--- config.mk ---
export PLATFORM = sky130hd
export DESIGN_NAME = css_seq
export DESIGN_NICKNAME = d
export VERILOG_FILES = /design/src/core/css_pkg.sv /design/src/core/css_seq.sv /design/src/core/css_sync.sv
export VERILOG_INCLUDE_DIRS = /design/src /design/src/core
export SDC_FILE = /design/constraint.sdc
export NUM_CORES = 1
export LEC_CHECK = 0
export BUFFER_PORTS_ARGS = -buffer_cell sky130_fd_sc_hd__buf_2
export CAP_MARGIN = 20
export CELL_PAD_IN_SITES_DETAIL_PLACEMENT = 0
export CELL_PAD_IN_SITES_GLOBAL_PLACEMENT = 1
export CORE_ASPECT_RATIO = 1.4
export CORE_MARGIN = 2
export CORE_UTILIZATION = 45
export DETAILED_ROUTE_END_ITERATION = 8
export PLACE_DENSITY = 0.91
export SETUP_SLACK_MARGIN = 0.02
export SLEW_MARGIN = 20
export SYNTH_ARGS = -nofsm -noshare
export SYNTH_HDL_FRONTEND = slang
export SYNTH_SLANG_ARGS = --single-unit
--- constraint.sdc ---
create_clock -name clk -period 3 [get_ports clk]
set_input_delay 0.6 -clock clk [delete_from_list [all_inputs] [get_ports clk]]
set_output_delay 0.6 -clock clk [all_outputs]
set_load 0.005 [all_outputs]
--- src/core/css_regs.svh ---
// Constants for the charge state sequencer: state codes and cycle counts
`ifndef CSS_REGS_SVH
`define CSS_REGS_SVH

// ==========================================================================
// Status code per charging state (two status bits)
`define CSS_CODE_TRICKLE 2'h0
`define CSS_CODE_BULK 2'h1
`define CSS_CODE_OVERCHARGE 2'h2
`define CSS_CODE_FLOAT 2'h3

// ==========================================================================
// Current limit selection codes
`define CSS_ILIM_TRICKLE 1'h0
`define CSS_ILIM_BULK 1'h1

// ==========================================================================
// Switching period: time in ns and derived cycles at 100 MHz
`define CSS_CLK_PERIOD_NS 10
`define CSS_PWM_PERIOD_NS 10000
`define CSS_PWM_PERIOD_CYC (`CSS_PWM_PERIOD_NS / `CSS_CLK_PERIOD_NS)

// ==========================================================================
// Edges the two-flop synchroniser needs to flush after srst
`define CSS_SYNC_FLUSH_CYC 2'h2

`endif

--- src/core/css_pkg.sv ---
// Types shared by the charge state sequencer files
package css_pkg;

    typedef enum logic [1:0] {
        CSS_ST_TRICKLE = 2'b00,
        CSS_ST_BULK = 2'b01,
        CSS_ST_OVERCHARGE = 2'b10,
        CSS_ST_FLOAT = 2'b11
    } css_state_e;

    // Comparator decisions from the analog front end
    typedef struct packed {
        logic above_cutoff;
        logic at_overcharge;
        logic below_float_90;
        logic at_taper;
    } css_cmp_s;

    // Commands to the power stage
    typedef struct packed {
        logic ilim_bulk;
        logic volt_reg;
    } css_cmd_s;

endpackage

--- src/core/css_seq.sv ---
// Charge state sequencer with per-cycle PWM latch
`timescale 1ns/1ns
`include "css_regs.svh"

// ==========================================================================
// Overview of operation
// Below cutoff, hold trickle state and command the small trickle limit.
// From trickle, move to bulk once voltage reaches cutoff.
// Above cutoff at cycle start, skip trickle and enter bulk.
// Exactly four states, chosen from sensed battery condition.
// Bulk commands maximum current; leaves for over-charge at over-charge volts.
// Over-charge regulates voltage instead of limiting current.
// Over-charge goes to float when current falls to taper threshold.
// Taper threshold is set outside, usually one fifth of bulk limit.
// Float regulates a temperature-compensated constant voltage.
// Float supplies load current but never above the bulk limit.
// Float returns to bulk when voltage drops to 90% of float.
// Current state always shown on status outputs.
// Outside logic decodes the two status bits into a display.
// Clock sets the PWM latch; sawtooth-above-control comparator resets.
// State is clocked, inputs synchronised, one change per cycle.
// Lockout holds state in reset, drive off, restart from initial.
module css_seq
    import css_pkg::*;
#(
    parameter int PWM_PERIOD_CYC = `CSS_PWM_PERIOD_CYC
) (
    input wire logic clk,
    input wire logic srst,
    input wire logic uvlo,
    input wire logic above_cutoff,
    input wire logic overcharge_voltage_threshold,
    input wire logic below_float_90,
    input wire logic taper_current_threshold,
    input wire logic ramp_above_ctrl,
    output logic drive_out,
    output logic ilim_bulk_out,
    output logic volt_reg_out,
    output logic state_code_bit0_out,
    output logic state_code_bit1_out,
    output logic low_voltage_status_out
);
    localparam int CW = $clog2(PWM_PERIOD_CYC + 1);

    // ======================================================================
    // Input synchronisation
    css_cmp_s cmp_raw;
    css_cmp_s cmp;
    logic ramp_sync;
    logic [4:0] sync_q;

    assign cmp_raw = '{above_cutoff: above_cutoff,
                       at_overcharge: overcharge_voltage_threshold,
                       below_float_90: below_float_90,
                       at_taper: taper_current_threshold};

    css_sync #(.WIDTH(5)) u_sync (
        .clk(clk),
        .srst(srst),
        .d({ramp_above_ctrl, cmp_raw}),
        .q(sync_q)
    );

    assign cmp = css_cmp_s'(sync_q[3:0]);
    assign ramp_sync = sync_q[4];

    // ======================================================================
    // Charge state register
    css_state_e state_q;
    css_state_e state_d;
    logic start_q;
    logic hold;
    logic [1:0] flush_q;
    logic settled;

    assign hold = srst | uvlo;

    // Synchroniser flops hold zeros for two edges after srst; the start
    // decision waits for them instead of reading a false low battery
    always_ff @(posedge clk) begin
        if (srst) begin
            flush_q <= `CSS_SYNC_FLUSH_CYC;
        end else if (flush_q != 2'h0) begin
            flush_q <= flush_q - 2'h1;
        end
    end

    assign settled = (flush_q == 2'h0);

    // Start flag marks the first valid evaluation after reset or lockout
    always_ff @(posedge clk) begin
        if (hold) begin
            start_q <= 1'b1;
        end else if (settled) begin
            start_q <= 1'b0;
        end
    end

    always_comb begin
        state_d = state_q;
        case (state_q)
            CSS_ST_TRICKLE: begin
                if (start_q && !settled) begin
                    // Synchronised levels not valid yet: stay put
                    state_d = CSS_ST_TRICKLE;
                end else if (start_q && cmp.above_cutoff) begin
                    state_d = CSS_ST_BULK;
                end else if (cmp.above_cutoff) begin
                    state_d = CSS_ST_BULK;
                end else begin
                    state_d = CSS_ST_TRICKLE;
                end
            end
            CSS_ST_BULK: begin
                if (cmp.at_overcharge) begin
                    state_d = CSS_ST_OVERCHARGE;
                end
            end
            CSS_ST_OVERCHARGE: begin
                if (cmp.at_taper) begin
                    state_d = CSS_ST_FLOAT;
                end
            end
            CSS_ST_FLOAT: begin
                if (cmp.below_float_90) begin
                    state_d = CSS_ST_BULK;
                end
            end
            default: begin
                state_d = CSS_ST_TRICKLE;
            end
        endcase
    end

    // One transition per clock at most; lockout forces the initial state
    always_ff @(posedge clk) begin
        if (hold) begin
            state_q <= CSS_ST_TRICKLE;
        end else begin
            state_q <= state_d;
        end
    end

    // ======================================================================
    // Status and power stage commands
    function automatic logic [1:0] css_code(input css_state_e st);
        case (st)
            CSS_ST_TRICKLE: css_code = `CSS_CODE_TRICKLE;
            CSS_ST_BULK: css_code = `CSS_CODE_BULK;
            CSS_ST_OVERCHARGE: css_code = `CSS_CODE_OVERCHARGE;
            CSS_ST_FLOAT: css_code = `CSS_CODE_FLOAT;
            default: css_code = `CSS_CODE_TRICKLE;
        endcase
    endfunction

    function automatic css_cmd_s css_cmd(input css_state_e st);
        css_cmd = '{ilim_bulk: `CSS_ILIM_BULK, volt_reg: 1'b0};
        case (st)
            CSS_ST_TRICKLE: css_cmd.ilim_bulk = `CSS_ILIM_TRICKLE;
            CSS_ST_BULK: css_cmd.volt_reg = 1'b0;
            // Voltage loop rules, current clamp stays at bulk level
            CSS_ST_OVERCHARGE: css_cmd.volt_reg = 1'b1;
            CSS_ST_FLOAT: css_cmd.volt_reg = 1'b1;
            default: css_cmd.ilim_bulk = `CSS_ILIM_TRICKLE;
        endcase
    endfunction

    css_cmd_s cmd_d;
    logic [1:0] code_d;
    assign cmd_d = css_cmd(state_d);
    assign code_d = css_code(state_d);

    // Outputs registered from the next state so they track state_q exactly
    always_ff @(posedge clk) begin
        if (hold) begin
            state_code_bit0_out <= 1'b0;
            state_code_bit1_out <= 1'b0;
            low_voltage_status_out <= 1'b1;
        end else begin
            state_code_bit0_out <= code_d[0];
            state_code_bit1_out <= code_d[1];
            low_voltage_status_out <= (state_d == CSS_ST_TRICKLE);
        end
    end

    // Power stage commands: lockout falls back to the small trickle limit
    always_ff @(posedge clk) begin
        if (hold) begin
            ilim_bulk_out <= `CSS_ILIM_TRICKLE;
            volt_reg_out <= 1'b0;
        end else begin
            ilim_bulk_out <= cmd_d.ilim_bulk;
            volt_reg_out <= cmd_d.volt_reg;
        end
    end

    // ======================================================================
    // PWM oscillator and latch
    logic [CW-1:0] cnt_q;
    logic tick;

    assign tick = (cnt_q == CW'(PWM_PERIOD_CYC - 1));

    always_ff @(posedge clk) begin
        if (hold) begin
            cnt_q <= '0;
        end else if (tick) begin
            cnt_q <= '0;
        end else begin
            cnt_q <= cnt_q + 1'b1;
        end
    end

    // Reset by the comparator wins within a cycle except on the set edge;
    // the set takes priority so each period begins with a pulse
    always_ff @(posedge clk) begin
        if (hold) begin
            drive_out <= 1'b0;
        end else if (tick) begin
            drive_out <= 1'b1;
        end else if (ramp_sync) begin
            drive_out <= 1'b0;
        end
    end

endmodule

--- src/core/css_sync.sv ---
// Two-flop synchroniser for a bus of comparator levels
`timescale 1ns/1ns
module css_sync #(
    parameter int WIDTH = 4
) (
    input wire logic clk,
    input wire logic srst,
    input wire logic [WIDTH-1:0] d,
    output logic [WIDTH-1:0] q
);
    logic [WIDTH-1:0] meta_q;

    always_ff @(posedge clk) begin
        if (srst) begin
            meta_q <= '0;
            q <= '0;
        end else begin
            meta_q <= d;
            q <= meta_q;
        end
    end
endmodule

==> reports/summary.txt <==
Seq/Total Area, Yosys - 54.8%
Peak VDD IR - 0.000667 V
Synth Instances - 103
Final setup skew - 0.0144 ns
Largest cells by area after synthesis - dfxtp_1 55%, nor2b_1 5.9%, nor2_1 3.5%
I/O Pins - 14
CP Capture Type - register
Detail Placement HPWL - 1170 µm
CTS Buf Count - 5
R2R Setup Slk - 1.38 ns
Die area - 0.00276 mm²
Total Nets Final - 129
Total power - 816 µW
Combinational share of power - 8.8%
Unrepaired setup endpoints after global routing - false
CP cell instances - ha_1, nand3_1, nor3_1, nand3_1, and3_1
Vias in the first global route - 710
Switching pwr - 172 µW
Max Root-Sink Buffers - 2
GRT Util Overall - 15.7%
GR Overflow Total - 0
DR iter-0 viols - 4
Worst reg2reg path startpoint - cnt_q[0]
Clk slew on worst S/H paths - 0.09 ns
Hold_sp - u_sync.meta_q[2]
Clk sinks - 29
Starting Density - 48.1%
Actual slew at the worst max-slew pin - 0.452 ns
Setup bufs post-CTS - 0
Final slew viol count - 0
Via density - 5.30
Final setup viols - 0
WHS - 0.441 ns
Pwr Density - 671 mW/mm²
Worst path top cell family by delay - simple AND/OR/NAND/NOR gates
Clock power frac - 40.1%
Global-route wire length before repair - 2900 µm
Diode count - 0
Remaining antenna violation count - 0
P_leak - 0.000521 µW
CP arrival - 1.85 ns
Drt first pass iters - 5
# hold bufs at CTS - 0
Crit path required time - 3.23 ns
Sw Share - 21.1%
Critical Path Slowest Stage Cell - nor3_1
Critical Path Most Common Cell - nand3_1
Worst reg2reg endpoint - cnt_q[1]
Critical path startpoint category - register
Yosys top cell area share - 54.8%
Post-Synthesis Cell Area - 0.00106 mm²
Netlist cell types - 33
Post-layout util - 55.2%
Fin. Hold Viols - 0
Placer congestion estimate - 0.750
R2R depth - 5
Routed wire length - 1630 µm
# rows - 20
Clock root buffer - clkbuf_4
Min-Delay Path Depth - 1
Worst hold path type - register to register
Post-synthesis register bit count - 29
YS warnings - 0
DRC - 0
Crit Path Category - register to register
Vias post-DR - 753
CTS resizes - 0
H-tree depth - 2
Int Pwr - 644 µW
Status - finished, final reports clean
Mapped Avg Cell Area - 10.3 µm²
Seq pwr share - 51.0%
Crit path max fanout - 4
Layout cells sized above 1 - 20.0%
Slew margin rel. - 69.6%
Total core area - 0.00220 mm²
Clock Latency Late Sink - 0.33 ns
Final TNS setup - 0 ns
Die height - 61.4 µm
Fmax - 0.618 GHz
Die X-Extent - 45.0 µm
Max Cap Violations - 0
CTS tree - done
Buf/Inv on CP - 0
Post-Syn Nets - 113
Minimum clock period - 1.62 ns
Synth area leader - dfxtp_1
Area growth, synth to finish - 14.8%
Delay of the slowest cell on the worst path - 0.38 ns
Hold Crit Endpoint - u_sync.q[2]
Initial antenna violation count - 0
Drt wl/cell - 11.5 µm
Tcrit/Tclk final - 53.9%
Port bufs - 13
Largest net degree at the start of global routing - 15
## power by group through the flow
stage	registers (µW)	clock network (µW)	logic, µW
after global placement	425	0	70.1
after CTS	417	343	74.5
after global routing	419	355	84.7
after floorplan	424	0	58.7
after detailed placement	426	0	73.8
final	417	328	72.2
## per-layer routing
layer  routed length [µm]  track usage [%]  up-vias
li1                     -                -      383
met1                  668             15.8      341
met2                  803             24.3       23
met3                  105             8.80        6
met4                   55             11.3        0
met5                    0                0        -
## metrics by stage
step | setup WS [ns] | cells | area [µm²]
2_1_floorplan | 1.42 | 103 | 1060
6_report | 1.38 | 142 | 1220
5_1_grt | 1.30 | 142 | 1220
4_1_cts | 1.43 | 142 | 1220
3_5_place_dp | 1.19 | 134 | 1130
3_3_place_gp | 1.23 | 134 | 1130
## worst reg2reg max path: stages, from the launching register on
cell and delay [ns]:
dfxtp_1 0.37, ha_1 0.22, nand3_1 0.14, nor3_1 0.38, nand3_1 0.20, and3_1 0.22
## synth_stat cells
cell type and number:
dfxtp_1 29, ha_1 2, and3_4 1, nor3_1 1, a31o_2 1, a311oi_1 1, nor2_1 10, or4_1 1
or2_2 1, nand4b_1 1, nand4bb_1 1, inv_1 3, xor2_1 3, a21o_1 2, xnor2_1 3, buf_4 1
nor2b_1 10, and3_1 2, or2_1 1, mux2i_1 1, nand2b_1 3, a21oi_1 3, nand4_4 1, buf_2 1
nand3_1 7, a211oi_1 3, o21ai_0 1, o211ai_1 1, nand2_1 3, clkbuf_2 1, a31oi_1 2, clkbuf_1 1
or3b_1 1
## cell usage in the layout (no fill, tap or decap), drive strengths merged, types with 3 or more instances in the layout
cell type   n
nand2       3
inv         3
xor2        3
nand3       7
buf        13
nand2b      3
nor2       10
and3        3
xnor2       3
a211oi      3
nor2b      10
a21oi       3
clkbuf      7
dfxtp      29
## worst max path at each step
stage	from	endpoint	cells after the start
floorplan	uvlo	cnt_q[9]	4
global placement	srst	cnt_q[9]	4
detailed placement	srst	cnt_q[9]	4
CTS	state_code_bit1_out	state_code_bit1_out	1
global route	cnt_q[0]	cnt_q[1]	5
finish	cnt_q[0]	cnt_q[1]	5
## sequential cells by signal (all words and copies together), names as in the netlist, 2 cells and up
register       flops
u_sync.q           5
cnt_q             10
u_sync.meta_q      5
flush_q            2
## cell families after synthesis
kind of cell,after synthesis,share of synthesized area [%]
adder cells (fa/ha/maj),2,2.36
flip-flops,29,54.8
XOR/XNOR,6,4.96
AND/OR/NAND/NOR,44,24.9
buffers and inverters,7,3.07
multiplexers,1,0.945
AO/OA/AOI/OAI,14,8.97
## cell type report
type	count	area [µm²]
Inverter	3	11.3
Fill cell	212	986
Multi-Input combinational cell	67	447
Clock inverter	1	30.0
Clock buffer	7	55.1
Tap cell	22	27.5
Timing Repair Buffer	13	65.1
Sequential cell	29	581
(Power assumes the default switching activity.)
